**src/rtl/ccfm_defs.svh**
```systemverilog
// Constants for the crystal clock failure monitor
`ifndef CCFM_DEFS_SVH
`define CCFM_DEFS_SVH

// Safe clock periods in one monitor window
`define CCFM_MONITOR_TICKS      4
// Width of the monitor window counter
`define CCFM_WINDOW_CNT_W       3
// Width of the start-up time selector
`define CCFM_TIME_SELECT_A_SEL_W      4
// Width of the start-up counter in safe clock periods
`define CCFM_TIME_SELECT_A_CNT_W      16
// Prescaler setting that passes the safe oscillator undivided
`define CCFM_PRESC_DIV1         1'b0
// Prescaler setting that divides the safe oscillator by two
`define CCFM_PRESC_DIV2         1'b1
// Synchroniser depth for pin inputs
`define CCFM_SYNC_STAGES        2
// Reset level and the one that the start-up limit is shifted from
`define CCFM_FLAG_RESET         1'b0
`define CCFM_CNT_ONE            16'h0001

`endif

```
**src/rtl/ccfm_pkg.sv**
```systemverilog
// Types for the crystal clock failure monitor
package ccfm_pkg;

  // Which source drives the 32 kHz and 1 kHz outputs
  typedef enum logic [1:0] {
    ccfm_on_crystal = 2'b01,
    ccfm_on_safe    = 2'b10
  } ccfm_switch_state_type;

  // Start-up supervision of the crystal
  typedef enum logic [2:0] {
    ccfm_osc_off      = 3'b001,
    ccfm_osc_starting = 3'b010,
    ccfm_osc_running  = 3'b100
  } ccfm_time_select_a_state_type;

endpackage

```
**src/rtl/ccfm_sync.sv**
```systemverilog
// Two-stage synchroniser for asynchronous pin levels
`timescale 1ns/100ps

module ccfm_sync #(
  parameter int WIDTH = 1
) (
  input  wire logic             core_clk,
  input  wire logic             rst_b,
  input  wire logic [WIDTH-1:0] async_in,
  output logic      [WIDTH-1:0] sync_out
);

  logic [WIDTH-1:0] stage_one;

  if (WIDTH < 1) begin : g_bad_width
    $error("ccfm_sync: WIDTH must be at least 1");
  end

  // First stage feeds only the second stage
  always_ff @(posedge core_clk) begin
    if (!rst_b) begin
      stage_one <= '0;
      sync_out  <= '0;
    end else begin
      stage_one <= async_in;
      sync_out  <= stage_one;
    end
  end

endmodule

```
**src/rtl/ccfm_presc.sv**
```systemverilog
// Safe clock prescaler for the 32 kHz and 1 kHz safe oscillator outputs
`timescale 1ns/100ps
`include "ccfm_defs.svh"

module ccfm_presc (
  input  wire logic core_clk,
  input  wire logic rst_b,
  input  wire logic safe_32k_in,
  input  wire logic safe_1k_in,
  input  wire logic safe_clock_prescale,
  output logic      safe_32k_out,
  output logic      safe_1k_out,
  output logic      safe_tick
);

  logic [1:0] prev_in;
  logic [1:0] half_clk;
  logic [1:0] rise_in;
  logic [1:0] raw_in;
  logic       prev_32k_out;
  logic       next_32k_out;

  assign raw_in  = {safe_1k_in, safe_32k_in};
  assign rise_in = raw_in & ~prev_in;

  // Divide-by-two copies of both outputs
  genvar i;
  generate
    for (i = 0; i < 2; i++) begin : g_half
      always_ff @(posedge core_clk) begin
        if (!rst_b) begin
          prev_in[i]  <= `CCFM_FLAG_RESET;
          half_clk[i] <= `CCFM_FLAG_RESET;
        end else begin
          prev_in[i] <= raw_in[i];
          if (rise_in[i]) begin
            half_clk[i] <= ~half_clk[i];
          end
        end
      end
    end
  endgenerate

  // Same division on both safe outputs
  assign next_32k_out = (safe_clock_prescale == `CCFM_PRESC_DIV2) ?
                        half_clk[0] : safe_32k_in;
  assign safe_1k_out  = (safe_clock_prescale == `CCFM_PRESC_DIV2) ?
                        half_clk[1] : safe_1k_in;
  assign safe_32k_out = next_32k_out;

  // One pulse per rising edge of the scaled safe clock
  always_ff @(posedge core_clk) begin
    if (!rst_b) begin
      prev_32k_out <= `CCFM_FLAG_RESET;
    end else begin
      prev_32k_out <= next_32k_out;
    end
  end

  assign safe_tick = next_32k_out & ~prev_32k_out;

endmodule

```
**src/rtl/ccfm_top.sv**
```systemverilog
// Crystal clock failure monitor with safe clock switch-over
// Behaviour
// - Fail status and window clear on power-on reset or when monitoring is off.
// - Crystal disabled: no monitoring and no failure reports.
// - Detection starts when the detector enable bit is one.
// - After crystal start, wait the start-up time, then monitor always.
// - Each four-safe-period window needs a crystal rise and fall.
// - A failure sets the fail status bit and fail interrupt flag.
// - A failure raises an interrupt when its enable bit is one.
// - A failure emits an output event when event enable is set.
// - Monitoring continues; fail status follows present crystal activity.
// - On failure, safe 32 kHz and 1 kHz replace crystal outputs.
// - Clock switched status bit is set when safe clock is used.
// - Switching does not disable the crystal oscillator.
// - Switch back request is cleared by hardware when done.
// - Safe clock comes through a prescaler, largest factor two.
// - The prescaler applies to both safe outputs.
// - Prescale setting zero passes the safe oscillator undivided.
`timescale 1ns/100ps
`include "ccfm_defs.svh"

module ccfm_top #(
  parameter int MONITOR_TICKS = `CCFM_MONITOR_TICKS,
  parameter int TIME_SELECT_A_SEL_W = `CCFM_TIME_SELECT_A_SEL_W,
  parameter int TIME_SELECT_A_CNT_W = `CCFM_TIME_SELECT_A_CNT_W
) (
  input  wire logic                     core_clk,
  input  wire logic                     rst_b,
  input  wire logic                     crystal_32k_osc_clk,
  input  wire logic                     crystal_1k_clk,
  input  wire logic                     low_power_safe_osc_32k,
  input  wire logic                     low_power_safe_osc_1k,
  input  wire logic                     crystal_enable,
  input  wire logic                     crystal_restart,
  input  wire logic [TIME_SELECT_A_SEL_W-1:0] time_select_a,
  input  wire logic                     detector_enable,
  input  wire logic                     safe_clock_prescale,
  input  wire logic                     interrupt_enable_set_reg,
  input  wire logic                     failure_event_out_enable,
  input  wire logic                     interrupt_flag_clear,
  input  wire logic                     switch_back_write,
  output logic                          crystal_fail_flag,
  output logic                          interrupt_flag_reg,
  output logic                          fail_irq,
  output logic                          fail_event,
  output logic                          clock_switched_flag,
  output logic                          switch_back_request,
  output logic                          crystal_osc_running,
  output logic                          clk_32k_out,
  output logic                          clk_1k_out
);

  // Window length must fit its counter; largest shift of the start-up limit must stay inside the counter
  if (MONITOR_TICKS < 2 ||
      MONITOR_TICKS >= (1 << `CCFM_WINDOW_CNT_W)) begin : g_bad_ticks
    $error("ccfm_top: MONITOR_TICKS out of range");
  end
  if (TIME_SELECT_A_SEL_W < 1 ||
      (1 << TIME_SELECT_A_SEL_W) > TIME_SELECT_A_CNT_W) begin : g_bad_time_select_a
    $error("ccfm_top: TIME_SELECT_A_SEL_W does not fit TIME_SELECT_A_CNT_W");
  end

  localparam logic [`CCFM_WINDOW_CNT_W-1:0] WINDOW_LAST =
    `CCFM_WINDOW_CNT_W'(MONITOR_TICKS - 1);

  // Synchronised pin levels
  logic [3:0] pins_sync;
  logic       xtal_32k;
  logic       xtal_1k;
  logic       safe_32k_raw;
  logic       safe_1k_raw;

  // Scaled safe clock
  logic       safe_32k;
  logic       safe_1k;
  logic       safe_tick;

  // Crystal edge tracking
  logic       xtal_prev;
  logic       xtal_rise;
  logic       xtal_fall;
  logic       seen_rise;
  logic       seen_fall;

  // Monitor window
  logic [`CCFM_WINDOW_CNT_W-1:0] window_cnt;
  logic                          window_end;
  logic                          window_bad;
  logic                          fail_now;
  logic                          monitor_on;

  // Start-up supervision
  ccfm_pkg::ccfm_time_select_a_state_type time_select_a_state;
  logic [TIME_SELECT_A_CNT_W-1:0]         time_select_a_cnt;
  logic [TIME_SELECT_A_CNT_W-1:0]         time_select_a_limit;
  logic                             xtal_en_prev;
  logic                             osc_start;

  // Switch-over
  ccfm_pkg::ccfm_switch_state_type switch_state;
  logic                            switch_back_done;

  ccfm_sync #(
    .WIDTH (4)
  ) u_pin_sync (
    .core_clk (core_clk),
    .rst_b    (rst_b),
    .async_in ({low_power_safe_osc_1k, low_power_safe_osc_32k,
                crystal_1k_clk, crystal_32k_osc_clk}),
    .sync_out (pins_sync)
  );

  assign xtal_32k     = pins_sync[0];
  assign xtal_1k      = pins_sync[1];
  assign safe_32k_raw = pins_sync[2];
  assign safe_1k_raw  = pins_sync[3];

  ccfm_presc u_presc (
    .core_clk            (core_clk),
    .rst_b               (rst_b),
    .safe_32k_in         (safe_32k_raw),
    .safe_1k_in          (safe_1k_raw),
    .safe_clock_prescale (safe_clock_prescale),
    .safe_32k_out        (safe_32k),
    .safe_1k_out         (safe_1k),
    .safe_tick           (safe_tick)
  );

  // Crystal edges on the synchronised level
  always_ff @(posedge core_clk) begin
    if (!rst_b) begin
      xtal_prev <= `CCFM_FLAG_RESET;
    end else begin
      xtal_prev <= xtal_32k;
    end
  end

  assign xtal_rise = xtal_32k & ~xtal_prev;
  assign xtal_fall = ~xtal_32k & xtal_prev;

  // Start or restart of the crystal oscillator
  always_ff @(posedge core_clk) begin
    if (!rst_b) begin
      xtal_en_prev <= `CCFM_FLAG_RESET;
    end else begin
      xtal_en_prev <= crystal_enable;
    end
  end

  assign osc_start = crystal_enable & (~xtal_en_prev | crystal_restart);

  // Start-up time in safe clock periods is two to the selected power
  assign time_select_a_limit = TIME_SELECT_A_CNT_W'(`CCFM_CNT_ONE) << time_select_a;

  // Start-up supervision; power-on reset or a disabled crystal clears it
  always_ff @(posedge core_clk) begin
    if (!rst_b) begin
      time_select_a_state <= ccfm_pkg::ccfm_osc_off;
      time_select_a_cnt   <= '0;
    end else if (!crystal_enable) begin
      time_select_a_state <= ccfm_pkg::ccfm_osc_off;
      time_select_a_cnt   <= '0;
    end else if (osc_start) begin
      time_select_a_state <= ccfm_pkg::ccfm_osc_starting;
      time_select_a_cnt   <= '0;
    end else begin
      unique case (time_select_a_state)
        ccfm_pkg::ccfm_osc_off: begin
          time_select_a_state <= ccfm_pkg::ccfm_osc_starting;
          time_select_a_cnt   <= '0;
        end
        ccfm_pkg::ccfm_osc_starting: begin
          if (safe_tick) begin
            if (time_select_a_cnt == time_select_a_limit - TIME_SELECT_A_CNT_W'(1)) begin
              time_select_a_state <= ccfm_pkg::ccfm_osc_running;
            end
            time_select_a_cnt <= time_select_a_cnt + TIME_SELECT_A_CNT_W'(1);
          end
        end
        ccfm_pkg::ccfm_osc_running: begin
          time_select_a_cnt <= time_select_a_cnt;
        end
      endcase
    end
  end

  assign crystal_osc_running = (time_select_a_state == ccfm_pkg::ccfm_osc_running);

  // Detection runs only when enabled and the crystal is up
  assign monitor_on = detector_enable & crystal_enable &
                      crystal_osc_running;

  // Window of safe clock periods
  assign window_end = monitor_on & safe_tick & (window_cnt == WINDOW_LAST);

  always_ff @(posedge core_clk) begin
    if (!rst_b) begin
      window_cnt <= '0;
    end else if (!monitor_on) begin
      window_cnt <= '0;
    end else if (safe_tick) begin
      if (window_cnt == WINDOW_LAST) begin
        window_cnt <= '0;
      end else begin
        window_cnt <= window_cnt + `CCFM_WINDOW_CNT_W'(1);
      end
    end
  end

  // Edge activity seen in the current window
  always_ff @(posedge core_clk) begin
    if (!rst_b) begin
      seen_rise <= `CCFM_FLAG_RESET;
      seen_fall <= `CCFM_FLAG_RESET;
    end else if (!monitor_on || window_end) begin
      seen_rise <= `CCFM_FLAG_RESET;
      seen_fall <= `CCFM_FLAG_RESET;
    end else begin
      seen_rise <= seen_rise | xtal_rise;
      seen_fall <= seen_fall | xtal_fall;
    end
  end

  // Edges in the closing cycle still count
  assign window_bad = ~((seen_rise | xtal_rise) & (seen_fall | xtal_fall));
  assign fail_now   = window_end & window_bad;

  // Status follows the last finished window
  always_ff @(posedge core_clk) begin
    if (!rst_b) begin
      crystal_fail_flag <= `CCFM_FLAG_RESET;
    end else if (!monitor_on) begin
      crystal_fail_flag <= `CCFM_FLAG_RESET;
    end else if (window_end) begin
      crystal_fail_flag <= window_bad;
    end
  end

  // Sticky interrupt flag; a new failure beats a clear
  always_ff @(posedge core_clk) begin
    if (!rst_b) begin
      interrupt_flag_reg <= `CCFM_FLAG_RESET;
    end else if (fail_now) begin
      interrupt_flag_reg <= 1'b1;
    end else if (interrupt_flag_clear) begin
      interrupt_flag_reg <= `CCFM_FLAG_RESET;
    end
  end

  assign fail_irq = interrupt_flag_reg & interrupt_enable_set_reg;

  // One-cycle event per failed window
  always_ff @(posedge core_clk) begin
    if (!rst_b) begin
      fail_event <= `CCFM_FLAG_RESET;
    end else begin
      fail_event <= fail_now & failure_event_out_enable;
    end
  end

  // Source selection; crystal enable is never touched here
  assign switch_back_done = (switch_state == ccfm_pkg::ccfm_on_safe) &
                            switch_back_request & ~fail_now;

  always_ff @(posedge core_clk) begin
    if (!rst_b) begin
      switch_state <= ccfm_pkg::ccfm_on_crystal;
    end else begin
      unique case (switch_state)
        ccfm_pkg::ccfm_on_crystal: begin
          if (fail_now) begin
            switch_state <= ccfm_pkg::ccfm_on_safe;
          end
        end
        ccfm_pkg::ccfm_on_safe: begin
          if (switch_back_done) begin
            switch_state <= ccfm_pkg::ccfm_on_crystal;
          end
        end
      endcase
    end
  end

  assign clock_switched_flag =
    (switch_state == ccfm_pkg::ccfm_on_safe);

  // Request bit; a software write beats the hardware clear
  always_ff @(posedge core_clk) begin
    if (!rst_b) begin
      switch_back_request <= `CCFM_FLAG_RESET;
    end else if (switch_back_write) begin
      switch_back_request <= 1'b1;
    end else if (switch_back_done ||
                 switch_state == ccfm_pkg::ccfm_on_crystal) begin
      switch_back_request <= `CCFM_FLAG_RESET;
    end
  end

  // Registered output clocks, safe source while switched
  always_ff @(posedge core_clk) begin
    if (!rst_b) begin
      clk_32k_out <= `CCFM_FLAG_RESET;
      clk_1k_out  <= `CCFM_FLAG_RESET;
    end else if (switch_state == ccfm_pkg::ccfm_on_safe) begin
      clk_32k_out <= safe_32k;
      clk_1k_out  <= safe_1k;
    end else begin
      clk_32k_out <= xtal_32k;
      clk_1k_out  <= xtal_1k;
    end
  end

endmodule

```
**config.mk**
```make
export PLATFORM = sky130hd
export DESIGN_NAME = ccfm_top
export DESIGN_NICKNAME = d
export VERILOG_FILES = /design/src/rtl/ccfm_pkg.sv /design/src/rtl/ccfm_sync.sv /design/src/rtl/ccfm_presc.sv /design/src/rtl/ccfm_top.sv
export VERILOG_INCLUDE_DIRS = /design/src /design/src/rtl
export SDC_FILE = /design/constraint.sdc
export NUM_CORES = 1
export LEC_CHECK = 0
export BUFFER_PORTS_ARGS = -buffer_cell sky130_fd_sc_hd__buf_2
export CORE_MARGIN = 2
export CORE_UTILIZATION = 35
export DETAILED_ROUTE_END_ITERATION = 16
export GPL_TIMING_DRIVEN = 0
export SLEW_MARGIN = 20
export SYNTH_ARGS = -nofsm -noshare
export SYNTH_HDL_FRONTEND = slang
export SYNTH_SLANG_ARGS = --single-unit
```
**constraint.sdc**
```tcl
create_clock -name core_clk -period 3.4 [get_ports core_clk]
set_clock_uncertainty 0.1 [all_clocks]
set_input_delay 0.68 -clock core_clk [delete_from_list [all_inputs] [get_ports core_clk]]
set_output_delay 0.68 -clock core_clk [all_outputs]
set_load 0.05 [all_outputs]
```
Word level (Yosys, flattened, before mapping):

Index checks and enable logic that the tools add are counted.

* logic and storage cells: 102
* output and inout port bits: 9
* flip-flop bits (word level): 47
* input bits: 18

* equality and inequality tests: 13
* $add $sub $neg: 3
* mux-type cells: 18
* reductions and logical operators: 15
* bitwise logic cells: 30
* shift operators: 1

Operator list (number)
* 16-bit case mux with 2 select lines: 1
* 16-bit by 1-bit adder with 16-bit output, second input constant: 1
* 16-bit == test: 1
* 16-bit 2-to-1 mux: 1
* 1-bit by 4-bit << shifter with 16-bit output, first input constant: 1
* 16-bit by 1-bit subtractor with 16-bit output, second input constant: 1
* 1-bit AND: 14
* 1-bit inverter: 11
* 3-bit 2-to-1 mux: 3
* 1-bit 2-to-1 mux: 8
* 2-bit AND reduction: 4
* 3-bit by 2-bit == test with 1-bit output, second input constant: 2
* 2-bit 2-to-1 mux: 3
* 2-bit != test, second input constant: 3
* 3-bit != test, second input constant: 2
* 3-bit case mux with 2 select lines: 1
* 3-bit AND reduction: 2
* 2-bit nonzero test: 3
* 2-bit case mux with 2 select lines: 1
* 3-bit by 1-bit adder with 3-bit output, second input constant: 1
* 3-bit by 1-bit == test with 1-bit output, second input constant: 1
* 3-bit == test, second input constant: 1
* 1-bit bitwise OR: 3
* 3-bit nonzero test: 1
* 9 further kinds: 10

Depth between registers and ports, before layout:

* word-level depth: 11
* gate-level depth with buffers: 12
* mapped depth without buffers: 9

Cells and area by module:

A second synthesis with hierarchy kept.

* cell total of the unflattened synthesis: 321
* area total of the unflattened synthesis: 2706.3 µm²

By module, submodules not included
* ccfm_top: area each 2296.0 µm², cells each 285, times used 1, seq. area each 680.7 µm²
* ccfm_sync: area each 210.2 µm², cells each 16, times used 1, seq. area each 160.2 µm²
* ccfm_presc: area each 200.2 µm², cells each 20, times used 1, seq. area each 100.1 µm²

Least setup slack after synthesis:

OpenSTA, ideal clock, no wires.

* kind: input port to flip-flop
* start: in time_select_a[3]
* end: reg time_select_a_state[1]
* arrival: 3.302 ns
* data required time: 3.176 ns
* slack: -0.126 ns
* setup time: 0.124 ns
* path buffers: 2
* cell stages on the path: 10
* path through: clkbuf_1 clkbuf_1 or3_1 ha_1 or4b_4 o2111a_1 a211o_1 or4_4 o41ai_2 a21oi_1

* word-level cells in the longest chain between the ends: 5

RTL lines
* start: declaration: RTL line ccfm_top.sv:35 `input wire logic [TIME_SELECT_A_SEL_W-1:0] time_select_a,`
* 1-bit by 4-bit << shifter with 16-bit output: RTL line ccfm_top.sv:153 `` assign time_select_a_limit = TIME_SELECT_A_CNT_W'(`CCFM_CNT_ONE) << time_select_a; ``
* 16-bit by 1-bit subtractor with 16-bit output: RTL line ccfm_top.sv:174 `if (time_select_a_cnt == time_select_a_limit - TIME_SELECT_A_CNT_W'(1)) begin`
* 16-bit == test: RTL line ccfm_top.sv:174
* 3-bit != test (no line)
* 3-bit AND reduction (no line)
* end signal: assignment: RTL line ccfm_top.sv:164 `time_select_a_state <= ccfm_pkg::ccfm_osc_starting;`
* end signal: assignment: RTL line ccfm_top.sv:169 `time_select_a_state <= ccfm_pkg::ccfm_osc_starting;`
* end signal: assignment: RTL line ccfm_top.sv:175 `time_select_a_state <= ccfm_pkg::ccfm_osc_running;`
* end: declaration: RTL line ccfm_top.sv:93 `ccfm_pkg::ccfm_time_select_a_state_type time_select_a_state;`

Every way passes these cells.
A chain may end at the register's enable or synchronous reset.

Worst setup path in the final report:

* start: in time_select_a[1]
* end: reg time_select_a_state[2]

* word-level cells in the longest chain between the ends: 5

RTL lines (RTL line)
* 1-bit by 4-bit << shifter with 16-bit output: ccfm_top.sv:153
* 16-bit by 1-bit subtractor with 16-bit output: ccfm_top.sv:174
* 16-bit == test: ccfm_top.sv:174
* 2-bit != test (no line)
* 3-bit AND reduction (no line)

Every way passes these cells.

==> impl_metrics.yaml <==
yosys:
  syn-instance-count: 293
  synth_area_leaders: "dfxtp_1, and2_1, nor2_1"
  synth_top_area_cell: "dfxtp_1"
  synthTopCellsByCount: "dfxtp_1, nor2_1, nand2_1"
  synth_top_family_by_area: "simple AND/OR/NAND/NOR gates"
  synth_area_per_cell_um2: 8.31
  ys_seq_elements: 47
  synth_flop_cell: "dfxtp_1"
  synthDistinctLibCells: 53
  synthMuxAreaShare_pct: 1.23
  yosysTopAreaCellShare_pct: 38.6
  synth-simple-area-share_pct: 31.1
  yosys_warnings: 0
  synth-async-reset-ratio_pct: 0
  netlist_area_um2: 2440
  synth_compound_area_share_pct: 16.3
  synthAdderAreaFrac_pct: 1.54
  syn-num-nets: 314
  synth_xor_area_share_pct: 6.83
  yosys.cell_count.top_type: "dfxtp_1"
  seq_area_frac_synth_pct: 38.6
  synth-edff-count: 0
timing:
  finalSetupTns_ns: 0
  finalHoldViolCount: 0
  tightestPinTransition_ns: 0.648
  holdWs_ns: 0.335
  worst_slack_ns: 0.0526
  setup_violations: 0
  fmax_mhz: 299
  report.final.slew_viol_count: 0
  maxSlewHeadroom_pct: 56.2
  fin_crit_sh_pct: 98.5
  min_period_ns: 3.35
  rsz0062_at_grt: "no"
worst_setup_path:
  startpoint_type: "primary input"
  reg2regPathDepth: 6
  r2r-end: "time_select_a_state[2]$_SDFFE_PP0P_"
  rrSetupSlack_ns: 0.91
  crit_type: "in2reg"
  crit_path_max_fanout: 8
  arrival_ns: 3.49
  end_kind: "register"
  r2r_start: "time_select_a_state[1]$_SDFFE_PN0P_"
  cp.required_ns: 3.54
final_layout:
  layout-drive-gt1-share_pct: 15.1
  largest_registers: "time_select_a_cnt (16), u_pin_sync.stage_one (4), u_pin_sync.sync_out (4)"
  syn2layout_area_growth_pct: 15.0
  largest_reg_flops: 16
  fin_nets: 345
  antenna_cells: 0
  n_fill_cell: 682
  stdcell_count: 404
  regMostFlops: "time_select_a_cnt"
  stdcell_area_um2: 2800
  final_util_pct: 41.5
route:
  drt_iter0_drc: 135
  wl_um: 5460
  routedWlPerCell_um: 13.5
  vias_per_cell: 5.44
  via_count: 2197
  first_pass_iters: 4
  drc: 0
  antenna_left: 0
clocking:
  clk_pin_slew_ns: 0.08
  clk_latency_ns: 0.29
  cts_max_path_buffers: 2
  cts_hold_buf: 0
  cts_htree_levels: 2
  cts_made_buffers: 5
  clock-sinks: 47
  clockRootBuffer: "clkbuf_8"
  cts_tree: "yes"
pwr:
  ir_drop_mv: 0.262
  p_leak_nw: 1.06
  p_total_mw: 1.00
  p_per_area_nw_per_um2: 357
grt:
  grt_max_degree: 14
  globalRouteMet2Util_pct: 24.0
  grt_overflow: 0
  met1_usage_pct: 20.4
  grt_usage_pct: 15.6
  busiest_layer: "met2"
  grt_pass1_wl_um: 9370
  antenna_found_initial: 0
  grt_pass1_vias: 1994
  met3_usage_pct: 4.08
placed_design:
  routabilityCongestion: 0.893
  dpl-instance-area_um2: 2710
  placed_cells: 397
  post-place-ws_ns: -0.402
  portBuffers: 24
  hpwl_um: 4120
hold_path:
  hold_depth: 1
  hold_path_startpoint: "u_pin_sync.stage_one[2]$_SDFF_PN0_"
  hp-class: "reg2reg"
  worstHoldEndpoint: "u_pin_sync.sync_out[2]$_SDFF_PN0_"
floorplan:
  die_w_um: 87.4
  core_area_um2: 6760
  fp.dieArea_um2: 7640
  rows: 30
  start_util_pct: 36.1
  die_h_um: 87.4
  ios: 27
flow_run:
  cap_violations: 0
outcome:
  run_status: "finished, final reports clean"
==> how the worst max path moves through the flow <==
stage	startpoint	endpoint	slack [ns]	depth (start not counted)
floorplan	time_select_a[2]	time_select_a_state[2]$_SDFFE_PP0P_	-0.08	10
global placement	time_select_a[0]	time_select_a_state[2]$_SDFFE_PP0P_	-0.42	11
detailed placement	time_select_a[0]	time_select_a_state[2]$_SDFFE_PP0P_	-0.40	11
CTS	time_select_a[0]	time_select_a_state[2]$_SDFFE_PP0P_	0.0004	11
global route	time_select_a[1]	time_select_a_state[2]$_SDFFE_PP0P_	0.00004	10
finish	time_select_a[1]	time_select_a_state[2]$_SDFFE_PP0P_	0.05	10
==> power breakdown <==
| part | internal (mW) | leakage (nW) | total (mW) | switching [mW] |
|---|---|---|---|---|
| Combinational | 0.0454 | 0.631 | 0.105 | 0.0601 |
| Sequential | 0.560 | 0.382 | 0.565 | 0.00502 |
| Clock | 0.160 | 0.0470 | 0.331 | 0.171 |
| Total | 0.765 | 1.06 | 1.00 | 0.236 |
==> worst max-delay path, stage by stage <==
cell and delay, ns:
buf_2 0.14, or2_4 0.26, or3_4 0.36, ha_4 0.17, or4b_4 0.49, o2111a_1 0.16, a211o_1 0.27, or4_4 0.53
nor4_2 0.28, o21a_1 0.15
==> cells by family (layout without fill, tap and decap cells) <==
logic type / after synthesis / in the layout
buffers and inverters: 26 / 57
XOR/XNOR: 19 / 19
AND/OR/NAND/NOR: 136 / 136
flip-flops: 47 / 47
multiplexers: 3 / 3
AO/OA/AOI/OAI: 59 / 59
adder cells (fa/ha/maj): 3 / 3
==> layer usage <==
layer / part of all wire [%] / vias up / routed length (µm)
met1: 47 / 1031 / 2560
met4: 2.5 / 0 / 138
met5: 0 / - / 0
met3: 5.3 / 10 / 289
li1: - / 1089 / -
met2: 45 / 67 / 2470
==> layout by cell type, fill, tap and decap left out, types with 2 or more instances in the layout <==
master	n
a21oi_1	14
o21a_1	3
or4_1	4
xor2_1	8
a21o_1	2
clkbuf_1	9
nand2_1	24
xnor2_1	11
nor2b_1	6
and2_1	18
nand3_1	6
mux2i_1	3
o211a_1	2
or3b_2	2
a31oi_1	2
ha_1	2
inv_1	11
nor3_1	7
a211o_1	3
dfxtp_1	47
a211oi_1	2
nor3b_1	2
o22ai_1	2
nand3b_1	2
o21ai_0	15
buf_2	26
nand4_1	6
nor2_1	27
nor4b_1	5
o31ai_1	2
and3_1	7
or3_1	4
clkbuf_8	8
nand2b_1	6
==> layout make-up <==
class	instances	area, µm²	area share [%]
multi-input cells	220	1420	50.7
flip-flops and latches	47	941	33.6
repair buffers	24	120	4.29
well taps	80	100	3.57
plain buffers	15	91.3	3.26
clock buffers	6	82.6	2.95
inverters	11	41.3	1.47
clock inverters	1	5.00	0.179
==> timing repair <==
action,4_1_cts,5_1_grt
resized for setup,2,4
setup endpoints to repair,2,2
pin swaps,0,1
buffers inserted,0,0
Power figures use the tool's default switching activity.
